`config.mk`:
```
export PLATFORM = sky130hd
export DESIGN_NAME = dual_alarm_monitor
export DESIGN_NICKNAME = d
export VERILOG_FILES = /design/src/alarm_pkg.sv /design/src/nv_word_store.sv /design/src/dual_alarm_monitor.sv
export SDC_FILE = /design/constraint.sdc
export NUM_CORES = 1
export LEC_CHECK = 0
export ABC_AREA = 1
export BUFFER_PORTS_ARGS = -buffer_cell sky130_fd_sc_hd__buf_2
export CAP_MARGIN = 20
export CORE_MARGIN = 10
export CORE_UTILIZATION = 25
export CTS_CLUSTER_DIAMETER = 100
export DETAILED_ROUTE_END_ITERATION = 8
export MAX_ROUTING_LAYER = met4
export SYNTH_ARGS = -nofsm -noshare
export SYNTH_HDL_FRONTEND = slang
export SYNTH_SLANG_ARGS = --single-unit
```
`constraint.sdc`:
```
create_clock -name core_clk -period 17.4 [get_ports core_clk]
set_input_delay 1.74 -clock core_clk [delete_from_list [all_inputs] [get_ports core_clk]]
set_output_delay 1.74 -clock core_clk [all_outputs]
set_load 0.1 [all_outputs]
```
`src/alarm_pkg.sv`:
```
// constants, types and state layouts for the dual alarm monitor
package alarm_pkg;

  // ------------------------------------------------------------
  // register byte addresses
  // ------------------------------------------------------------
  localparam logic [5:0] ADDR_LIMIT1 = 6'h20;
  localparam logic [5:0] ADDR_LIMIT2 = 6'h22;
  localparam logic [5:0] ADDR_SAMPLES1 = 6'h24;
  localparam logic [5:0] ADDR_SAMPLES2 = 6'h26;
  localparam logic [5:0] ADDR_CONTROL = 6'h28;

  // ------------------------------------------------------------
  // field positions
  // ------------------------------------------------------------
  localparam int LIM_ABOVE_BIT = 15;
  localparam int LIM_DATA_MSB = 13;
  localparam int LIM_W = 14;
  localparam int SMP_COUNT_MSB = 7;
  localparam int CTL_SLOPE2_BIT = 15;
  localparam int CTL_SRC2_LSB = 12;
  localparam int CTL_SLOPE1_BIT = 11;
  localparam int CTL_SRC1_LSB = 8;
  localparam int CTL_PIN_EN_BIT = 2;
  localparam int CTL_PIN_POL_BIT = 1;
  localparam int CTL_PIN_SEL_BIT = 0;

  // writable bits; the rest read as zero
  localparam logic [15:0] LIMIT_MASK = 16'hBFFF;
  localparam logic [15:0] SAMPLES_MASK = 16'h00FF;
  localparam logic [15:0] CONTROL_MASK = 16'hFF07;

  // ------------------------------------------------------------
  // reset values
  // ------------------------------------------------------------
  localparam logic [15:0] LIMIT_RESET = 16'h0000;
  localparam logic [15:0] SAMPLES_RESET = 16'h0000;
  localparam logic [15:0] CONTROL_RESET = 16'h0000;
  localparam logic [15:0] WORD_RESET = 16'h0000;
  localparam logic [2:0] FETCH_LAST = 3'h4;

  // watched output selection
  typedef enum logic [2:0] {
    SRC_OFF = 3'h0,
    SRC_SUPPLY = 3'h1,
    SRC_X_ACCEL = 3'h2,
    SRC_Y_ACCEL = 3'h3,
    SRC_AUX_ADC = 3'h4,
    SRC_TEMP = 3'h5,
    SRC_X_TILT = 3'h6,
    SRC_Y_TILT = 3'h7
  } source_t;

  // register decode result
  typedef enum logic [2:0] {
    W_LIMIT1 = 3'h0,
    W_LIMIT2 = 3'h1,
    W_SAMPLES1 = 3'h2,
    W_SAMPLES2 = 3'h3,
    W_CONTROL = 3'h4,
    W_NONE = 3'h7
  } word_t;

  typedef enum logic [1:0] {
    ST_FETCH = 2'h0,
    ST_RUN = 2'h1
  } state_t;

  typedef logic [LIM_W-1:0] datum_t;

  // instantaneous output data set
  typedef struct packed {
    datum_t supply;
    datum_t x_accel;
    datum_t y_accel;
    datum_t aux_adc;
    datum_t temp;
    datum_t x_tilt;
    datum_t y_tilt_output;
  } sample_set_t;

  typedef struct packed {
    logic wr;
    logic rd;
    logic [5:0] addr;
    logic [15:0] wdata;
  } reg_req_t;

  typedef struct packed {
    logic ack;
    logic [15:0] rdata;
  } reg_rsp_t;

  typedef struct packed {
    logic [1:0] out;
    logic [1:0] oe;
  } pin_pair_t;

  // one alarm monitor
  typedef struct packed {
    datum_t ref_val;
    logic [7:0] count;
    logic primed;
    logic active;
  } alarm_t;

  typedef struct packed {
    state_t state;
    logic [2:0] idx;
    logic [1:0][15:0] limit;
    logic [1:0][15:0] samples;
    logic [15:0] control;
    alarm_t [1:0] al;
    reg_rsp_t rsp;
    pin_pair_t pins;
  } monitor_state_t;

  typedef struct packed {
    logic [3:0][15:0] words;
    logic [15:0] rd_data;
  } nv_state_t;

endpackage

```
`src/nv_word_store.sv`:
```
// nonvolatile store for the alarm limit and sample-count words
`timescale 1ns/100ps
`default_nettype none
module nv_word_store (
  input wire logic core_clk,
  input wire logic erase,
  input wire logic wr_en,
  input wire logic [1:0] wr_idx,
  input wire logic [15:0] wr_data,
  input wire logic [1:0] rd_idx,
  output logic [15:0] rd_data
);
  import alarm_pkg::*;

  nv_state_t s_reg; // stored words and read register
  nv_state_t s_next; // next value

  // --------------------------------------------------------------
  // write and registered read; only erase clears, never rst
  // --------------------------------------------------------------
  always_comb begin
    s_next = s_reg;
    s_next.rd_data = s_reg.words[rd_idx];
    if (wr_en) begin
      s_next.words[wr_idx] = wr_data;
    end
  end

  // erase stands for first power-up
  always_ff @(posedge core_clk) begin
    if (erase) begin
      s_reg.words <= {4{WORD_RESET}};
      s_reg.rd_data <= WORD_RESET;
    end else begin
      s_reg <= s_next;
    end
  end

  assign rd_data = s_reg.rd_data;

endmodule // nv_word_store
`default_nettype wire

```
`src/dual_alarm_monitor.sv`:
```
// two alarm monitors with shared control and a shared alarm pin
`timescale 1ns/100ps
`default_nettype none
module dual_alarm_monitor (
  input wire logic core_clk,
  input wire logic rst,
  input wire logic nv_erase,
  input wire logic sample_strobe,
  input wire alarm_pkg::sample_set_t samples_in,
  input wire alarm_pkg::reg_req_t reg_req,
  output logic reg_ready,
  output alarm_pkg::reg_rsp_t reg_rsp,
  input wire logic [1:0] misc_claim,
  input wire logic [1:0] misc_drive,
  input wire logic [1:0] gpio_out,
  input wire logic [1:0] gpio_oe,
  output logic io_line_zero_out,
  output logic io_line_zero_oe,
  output logic io_line_one_out,
  output logic io_line_one_oe,
  output logic alarm1_active,
  output logic alarm2_active
);
  import alarm_pkg::*;

  // ------------------------------------------------------------
  // helper functions
  // ------------------------------------------------------------

  // address to register word
  function automatic word_t decode(input logic [5:0] a);
    case (a)
      ADDR_LIMIT1: decode = W_LIMIT1;
      ADDR_LIMIT2: decode = W_LIMIT2;
      ADDR_SAMPLES1: decode = W_SAMPLES1;
      ADDR_SAMPLES2: decode = W_SAMPLES2;
      ADDR_CONTROL: decode = W_CONTROL;
      default: decode = W_NONE;
    endcase
  endfunction

  // source field of one alarm
  function automatic source_t ctl_src(input logic [15:0] c, input logic k);
    ctl_src = source_t'(k ? c[CTL_SRC2_LSB +: 3] : c[CTL_SRC1_LSB +: 3]);
  endfunction

  // slope enable of one alarm
  function automatic logic ctl_slope(input logic [15:0] c, input logic k);
    ctl_slope = k ? c[CTL_SLOPE2_BIT] : c[CTL_SLOPE1_BIT];
  endfunction

  // raw value of the watched output
  function automatic datum_t pick(input sample_set_t s, input source_t src);
    case (src)
      SRC_SUPPLY: pick = s.supply;
      SRC_X_ACCEL: pick = s.x_accel;
      SRC_Y_ACCEL: pick = s.y_accel;
      SRC_AUX_ADC: pick = s.aux_adc;
      SRC_TEMP: pick = s.temp;
      SRC_X_TILT: pick = s.x_tilt;
      SRC_Y_TILT: pick = s.y_tilt_output;
      default: pick = '0;
    endcase
  endfunction

  // acceleration and tilt are two's complement
  function automatic logic is_signed(input source_t src);
    is_signed = (src == SRC_X_ACCEL) || (src == SRC_Y_ACCEL) ||
                (src == SRC_X_TILT) || (src == SRC_Y_TILT);
  endfunction

  // widen to 15 bits in the output's format
  function automatic logic signed [14:0] widen(input datum_t x, input logic sgn);
    widen = $signed({sgn & x[LIM_DATA_MSB], x});
  endfunction

  // threshold test, direction from bit 15
  function automatic logic exceeds(input datum_t x, input logic [15:0] lim, input logic sgn);
    logic signed [14:0] xe;
    logic signed [14:0] le;
    xe = widen(x, sgn);
    le = widen(lim[LIM_DATA_MSB:0], sgn);
    exceeds = lim[LIM_ABOVE_BIT] ? (xe > le) : (xe < le);
  endfunction

  // one sample step of one alarm
  function automatic alarm_t alarm_step(input alarm_t a, input datum_t x, input logic [15:0] lim,
                                        input logic [15:0] smp, input logic slope, input logic sgn);
    alarm_t r;
    logic [7:0] n1;
    logic signed [14:0] dx;
    logic signed [23:0] dxw;
    logic signed [23:0] bound;
    r = a;
    n1 = (smp[SMP_COUNT_MSB:0] == 8'h00) ? 8'h01 : smp[SMP_COUNT_MSB:0];
    dx = widen(x, sgn) - widen(a.ref_val, sgn);
    dxw = $signed({{9{dx[14]}}, dx});
    // compare change against limit times count, no divider
    bound = $signed({{10{lim[LIM_DATA_MSB]}}, lim[LIM_DATA_MSB:0]}) * $signed({16'h0000, n1});
    if (!slope) begin
      r.active = exceeds(x, lim, sgn);
    end else if (!a.primed) begin
      // first sample only sets the reference
      r.ref_val = x;
      r.count = 8'h00;
      r.primed = 1'b1;
    end else if (({1'b0, a.count} + 9'h001) >= {1'b0, n1}) begin
      r.active = lim[LIM_ABOVE_BIT] ? (dxw > bound) : (dxw < bound);
      r.ref_val = x;
      r.count = 8'h00;
    end else begin
      r.count = a.count + 8'h01;
    end
    return r;
  endfunction

  // ------------------------------------------------------------
  // state and wiring
  // ------------------------------------------------------------
  monitor_state_t s_reg; // all state of the monitor
  monitor_state_t s_next; // next value
  word_t req_word; // decoded register word
  logic ctl_wr; // control write taken this cycle
  logic nv_wr_en; // store write strobe
  logic [1:0] nv_wr_idx; // store word written
  logic [15:0] nv_rdata; // store read data
  datum_t [1:0] watched; // raw value seen by each alarm
  logic any_alarm; // either alarm active
  logic pin_level; // alarm pin level after polarity

  assign req_word = decode(reg_req.addr);
  assign reg_ready = (s_reg.state == ST_RUN);
  assign ctl_wr = reg_ready & reg_req.wr & (req_word == W_CONTROL);
  assign nv_wr_en = reg_ready & reg_req.wr & (req_word != W_CONTROL) & (req_word != W_NONE);
  assign nv_wr_idx = req_word[1:0];
  assign watched[0] = pick(samples_in, ctl_src(s_reg.control, 1'b0));
  assign watched[1] = pick(samples_in, ctl_src(s_reg.control, 1'b1));
  assign any_alarm = s_reg.al[0].active | s_reg.al[1].active;
  assign pin_level = s_reg.control[CTL_PIN_POL_BIT] ? any_alarm : ~any_alarm;

  // ------------------------------------------------------------
  // nonvolatile copy of limits and counts
  // ------------------------------------------------------------
  nv_word_store nv_word_store_inst (
    .core_clk(core_clk),
    .erase(nv_erase),
    .wr_en(nv_wr_en),
    .wr_idx(nv_wr_idx),
    .wr_data(reg_req.wdata & (req_word[1] ? SAMPLES_MASK : LIMIT_MASK)),
    .rd_idx(s_reg.idx[1:0]),
    .rd_data(nv_rdata)
  );

  // ------------------------------------------------------------
  // restore, register access, alarm evaluation, pins
  // ------------------------------------------------------------
  always_comb begin
    logic [2:0] w;
    logic own;
    s_next = s_reg;
    w = s_reg.idx - 3'h1;
    own = 1'b0;
    s_next.rsp.ack = 1'b0;
    case (s_reg.state)
      ST_FETCH: begin
        // copy stored words back after reset, one per cycle
        if (s_reg.idx != 3'h0) begin
          if (w[1]) begin
            s_next.samples[w[0]] = nv_rdata;
          end else begin
            s_next.limit[w[0]] = nv_rdata;
          end
        end
        if (s_reg.idx == FETCH_LAST) begin
          s_next.state = ST_RUN;
          s_next.idx = 3'h0;
        end else begin
          s_next.idx = s_reg.idx + 3'h1;
        end
      end
      ST_RUN: begin
        // register writes
        if (reg_req.wr) begin
          s_next.rsp.ack = 1'b1;
          case (req_word)
            W_LIMIT1, W_LIMIT2: begin
              s_next.limit[req_word[0]] = reg_req.wdata & LIMIT_MASK;
            end
            W_SAMPLES1, W_SAMPLES2: begin
              s_next.samples[req_word[0]] = reg_req.wdata & SAMPLES_MASK;
            end
            W_CONTROL: begin
              s_next.control = reg_req.wdata & CONTROL_MASK;
            end
            default: begin
            end
          endcase
        end else if (reg_req.rd) begin
          // registered read, unmapped reads zero
          s_next.rsp.ack = 1'b1;
          case (req_word)
            W_LIMIT1, W_LIMIT2: s_next.rsp.rdata = s_reg.limit[req_word[0]];
            W_SAMPLES1, W_SAMPLES2: s_next.rsp.rdata = s_reg.samples[req_word[0]];
            W_CONTROL: s_next.rsp.rdata = s_reg.control;
            default: s_next.rsp.rdata = 16'h0000;
          endcase
        end
        // each alarm on its own settings
        for (int k = 0; k < 2; k++) begin
          if (ctl_wr) begin
            // new settings restart the slope window
            s_next.al[k].primed = 1'b0;
            s_next.al[k].count = 8'h00;
          end else if (ctl_src(s_reg.control, k[0]) == SRC_OFF) begin
            s_next.al[k] = '0;
          end else if (sample_strobe) begin
            s_next.al[k] = alarm_step(s_reg.al[k], watched[k], s_reg.limit[k], s_reg.samples[k],
                                      ctl_slope(s_reg.control, k[0]),
                                      is_signed(ctl_src(s_reg.control, k[0])));
          end
          if (nv_wr_en && req_word[1] && (req_word[0] == k[0])) begin
            // a new count restarts that slope window, level kept
            s_next.al[k].primed = 1'b0;
            s_next.al[k].count = 8'h00;
          end
        end
      end
      default: begin
        s_next.state = ST_FETCH;
        s_next.idx = 3'h0;
      end
    endcase
    // pin owners: misc first, alarm next, gpio last
    for (int j = 0; j < 2; j++) begin
      own = s_reg.control[CTL_PIN_EN_BIT] & (s_reg.control[CTL_PIN_SEL_BIT] == j[0]);
      if (misc_claim[j]) begin
        s_next.pins.out[j] = misc_drive[j];
        s_next.pins.oe[j] = 1'b1;
      end else if (own) begin
        s_next.pins.out[j] = pin_level;
        s_next.pins.oe[j] = 1'b1;
      end else begin
        s_next.pins.out[j] = gpio_out[j];
        s_next.pins.oe[j] = gpio_oe[j];
      end
    end
  end

  // state register with defaults
  always_ff @(posedge core_clk) begin
    if (rst) begin
      s_reg <= '0;
      s_reg.state <= ST_FETCH;
      s_reg.limit <= {2{LIMIT_RESET}};
      s_reg.samples <= {2{SAMPLES_RESET}};
      s_reg.control <= CONTROL_RESET;
    end else begin
      s_reg <= s_next;
    end
  end

  // outputs straight from the state register
  assign reg_rsp = s_reg.rsp;
  assign io_line_zero_out = s_reg.pins.out[0];
  assign io_line_zero_oe = s_reg.pins.oe[0];
  assign io_line_one_out = s_reg.pins.out[1];
  assign io_line_one_oe = s_reg.pins.oe[1];
  assign alarm1_active = s_reg.al[0].active;
  assign alarm2_active = s_reg.al[1].active;
endmodule // dual_alarm_monitor
`default_nettype wire

```
==> qor.json <==
{
  "outcome": {"value": "finished clean"},
  "drt_pre_antenna_iters": {"value": 6},
  "syn-mean-instance-area": {"value": 7.04, "unit": "µm²"},
  "postSynthCellCount": {"value": 3270},
  "power.ir.vdd_worst": {"value": 0.0753, "unit": "mV"},
  "portion_of_the_clock_cycle_consumed_by_the_worst_path_in_the_final_layout": {"value": 0.401},
  "async_flop_share": {"value": 0},
  "clkSlewWorstSetupHoldPaths": {"value": 0.07, "unit": "ns"},
  "total_core_area": {"value": 91500, "unit": "µm²"},
  "timing.critical_path.fanout_max": {"value": 15},
  "worst-r2r-cell-count": {"value": 33},
  "slowest_stage": {"value": "sky130_fd_sc_hd__dfxtp_1"},
  "hold_start": {"value": "nv_word_store_inst.s_reg[72]"},
  "wirelength": {"value": 77.3, "unit": "mm"},
  "layout.nets": {"value": 3849},
  "crit-reg2reg-capture": {"value": "alarm2_active"},
  "grt_use_total": {"value": 0.148},
  "post_drt_wl_per_cell": {"value": 17.0, "unit": "µm"},
  "min_path_type": {"value": "reg -> reg"},
  "initial_detailed_routing_violation_count": {"value": 1835},
  "max_cap_viols": {"value": 0},
  "fp.dieW": {"value": 323, "unit": "µm"},
  "routed_via_density": {"value": 4.70},
  "setup_viol": {"value": 0},
  "yosysUniqueCellTypes": {"value": 53},
  "instances_no_fill": {"value": 4537},
  "buffer_ports.inserted": {"value": 157},
  "yosysSeqAreaShare": {"value": 0.191},
  "top_layer": {"value": "met4"},
  "cts_inserted_buffers": {"value": 26},
  "synth_enable_flop_cells": {"value": 0},
  "cts_setup_buffers": {"value": 0},
  "fin_worst_skew": {"value": 0.0104, "unit": "ns"},
  "largest_reg_flops": {"value": 121},
  "fin_crit": {"value": 6.98, "unit": "ns"},
  "post_route_utilization": {"value": 0.280},
  "arrival": {"value": 7.40, "unit": "ns"},
  "synth-warning-count": {"value": 0},
  "clockBufferDepth": {"value": 3},
  "dpl.hpwl": {"value": 62.8, "unit": "mm"},
  "required": {"value": 17.82, "unit": "ns"},
  "critical_path.startpoint_type": {"value": "flip-flop"},
  "syn-num-nets": {"value": 3802},
  "critPathMostFrequentCell": {"value": "sky130_fd_sc_hd__nand2_1"},
  "route.met2.wl": {"value": 32.4, "unit": "mm"},
  "critical_path.max_stage_delay": {"value": 0.64, "unit": "ns"},
  "total_leakage_power": {"value": 13.0, "unit": "nW"},
  "floorplan.die.height": {"value": 323, "unit": "µm"},
  "die_area": {"value": 105000, "unit": "µm²"},
  "layout-drive-gt1-share": {"value": 0.0800},
  "worstHoldPathCells": {"value": 2},
  "synth_top_area_frac": {"value": 0.191},
  "critical_path.endpoint_type": {"value": "flip-flop"},
  "synth_area": {"value": 23000, "unit": "µm²"},
  "placedCellCount": {"value": 4475},
  "remaining_drc_errors": {"value": 0},
  "tritoncts": {"value": "built"},
  "grt_max_degree": {"value": 101},
  "detailroute.via_count": {"value": 21300},
  "design_power_total": {"value": 2.42, "unit": "mW"},
  "max_slew.worst_pin.slew": {"value": 1.10, "unit": "ns"},
  "ys_ff_latch": {"value": 219},
  "number_of_global_route_vias_before_repair": {"value": 20100},
  "globalRoute.totalOverflow": {"value": 0},
  "max-slew-margin-rel": {"value": 0.258},
  "totalNegativeSetupSlack": {"value": 0, "unit": "ns"},
  "finalHoldViolCount": {"value": 0},
  "antenna_found_initial": {"value": 20},
  "clock_insertion_delay_worst_skew": {"value": 0.57, "unit": "ns"},
  "ioPinCount": {"value": 158},
  "synth_largest_area_cell": {"value": "sky130_fd_sc_hd__dfxtp_1"},
  "synthTopCellsByArea": {"value": "sky130_fd_sc_hd__dfxtp_1 (19%), sky130_fd_sc_hd__fa_1 (16%), sky130_fd_sc_hd__ha_1 (12%)"},
  "clock_tree.root_cell": {"value": "sky130_fd_sc_hd__clkbuf_16"},
  "postSynth.topFlopCell": {"value": "sky130_fd_sc_hd__dfxtp_1"},
  "pwr_density_cell": {"value": 94.5, "unit": "nW/µm²"},
  "dr_wl_met3": {"value": 6.46, "unit": "mm"},
  "report.final.slew_viol_count": {"value": 0},
  "crit_type": {"value": "reg -> reg"},
  "wirelength_met1": {"value": 36.0, "unit": "mm"},
  "syn2layout_area_growth": {"value": 11.4, "unit": "%"},
  "fmaxAchievable": {"value": 0.143, "unit": "GHz"},
  "hold_slack": {"value": 0.434, "unit": "ns"},
  "hold-path-endpoint": {"value": "nv_word_store_inst.s_reg[72]"},
  "cts.sink_count": {"value": 219},
  "ant_nets": {"value": 0},
  "ff_to_ff_setup_slack": {"value": 10.42, "unit": "ns"},
  "critical_path.reg2reg.startpoint": {"value": "s_reg[103]"},
  "floorplan.initialDensity": {"value": 0.251},
  "rsz_0062_raised_after_global_routing": {"value": "false"},
  "fp-row-count": {"value": 111},
  "ctsHoldBuffers": {"value": 0},
  "cts.repair.resized": {"value": 0},
  "grt_first_pass_wirelength": {"value": 118, "unit": "mm"},
  "number_of_h_tree_levels": {"value": 1},
  "place.gp.congestion": {"value": 0.961}
}
[cell usage after synthesis, drive strengths merged, types with 5 or more instances]
cell / instances
a211oi: 46
a21oi: 263
a221oi: 9
a22o: 11
a31oi: 6
and2: 6
buf: 47
clkbuf: 101
dfxtp: 219
fa: 182
ha: 216
inv: 734
nand2: 593
nand3: 108
nand3b: 6
nand4: 27
nor2: 233
nor3: 30
nor4: 19
o211ai: 23
o21a: 5
o21ai: 212
o21bai: 5
o221ai: 8
o22ai: 50
o31ai: 6
xnor2: 39
xor2: 44
[routing by layer]
metal / vias to the layer above / global-route usage
li1: 10400 / -
met1: 10000 / 0.200
met2: 737 / 0.221
met3: 119 / 0.0304
met4: 0 / 0.0401
met5: - / -
[cell families after synthesis]
group | synth area share
AO/OA/AOI/OAI | 0.164
AND/OR/NAND/NOR | 0.189
adder cells (fa/ha/maj) | 0.276
flip-flops | 0.191
buffers and inverters | 0.149
XOR/XNOR | 0.0316
[worst max-delay path by stage]
stage / end / from / slack [ns]
final: alarm2_active / s_reg[103] / 10.42
after detailed placement: alarm2_active / s_reg[103] / 10.47
after CTS: alarm2_active / s_reg[103] / 10.44
after global routing: alarm1_active / s_reg[89] / 9.74
after global placement: alarm1_active / s_reg[88] / 10.65
after floorplan: alarm1_active / s_reg[87] / 11.24
[cell usage in the layout (no fill, tap or decap), types with 46 or more instances in the layout]
master                     count
sky130_fd_sc_hd__a211oi_1     46
sky130_fd_sc_hd__a21oi_1     263
sky130_fd_sc_hd__buf_2       157
sky130_fd_sc_hd__dfxtp_1     219
sky130_fd_sc_hd__fa_1        182
sky130_fd_sc_hd__ha_1        216
sky130_fd_sc_hd__inv_1       715
sky130_fd_sc_hd__nand2_1     586
sky130_fd_sc_hd__nand3_1     106
sky130_fd_sc_hd__nor2_1      220
sky130_fd_sc_hd__o21ai_0     199
sky130_fd_sc_hd__o22ai_1      50
[worst max-delay path, delay by kind of cell (launching register included)]
kind                     cells  cell delay (ns)
buffers and inverters        5             0.65
XOR/XNOR                     1             0.12
flip-flops                   1             0.64
AO/OA/AOI/OAI                6             1.28
AND/OR/NAND/NOR             15             1.62
adder cells (fa/ha/maj)      6             2.49
[power by group]
part           total, mW  leakage [nW]  internal [mW]  switching, mW
clock              0.583         0.447          0.331          0.252
combinational       1.18          10.8          0.427          0.753
sequential         0.659          1.77          0.550          0.108
total               2.42          13.0           1.31           1.11
[layout make-up]
cell class / count / area [µm²]
fillers: 9984 / 65900
multi-input cells: 2166 / 15200
flip-flops and latches: 219 / 4380
inverters: 737 / 2770
well taps: 1186 / 1480
repair buffers: 167 / 861
clock buffers: 33 / 727
clock inverters: 15 / 183
diodes: 14 / 35.0
[through the flow]
stage | instance area [µm²] | setup WS [ns]
global placement | 24700 | 10.65
CTS | 25600 | 10.44
global route | 25600 | 9.74
floorplan | 23000 | 11.24
detailed placement | 24700 | 10.47
finish | 25600 | 10.42
(Power assumes the default switching activity.)
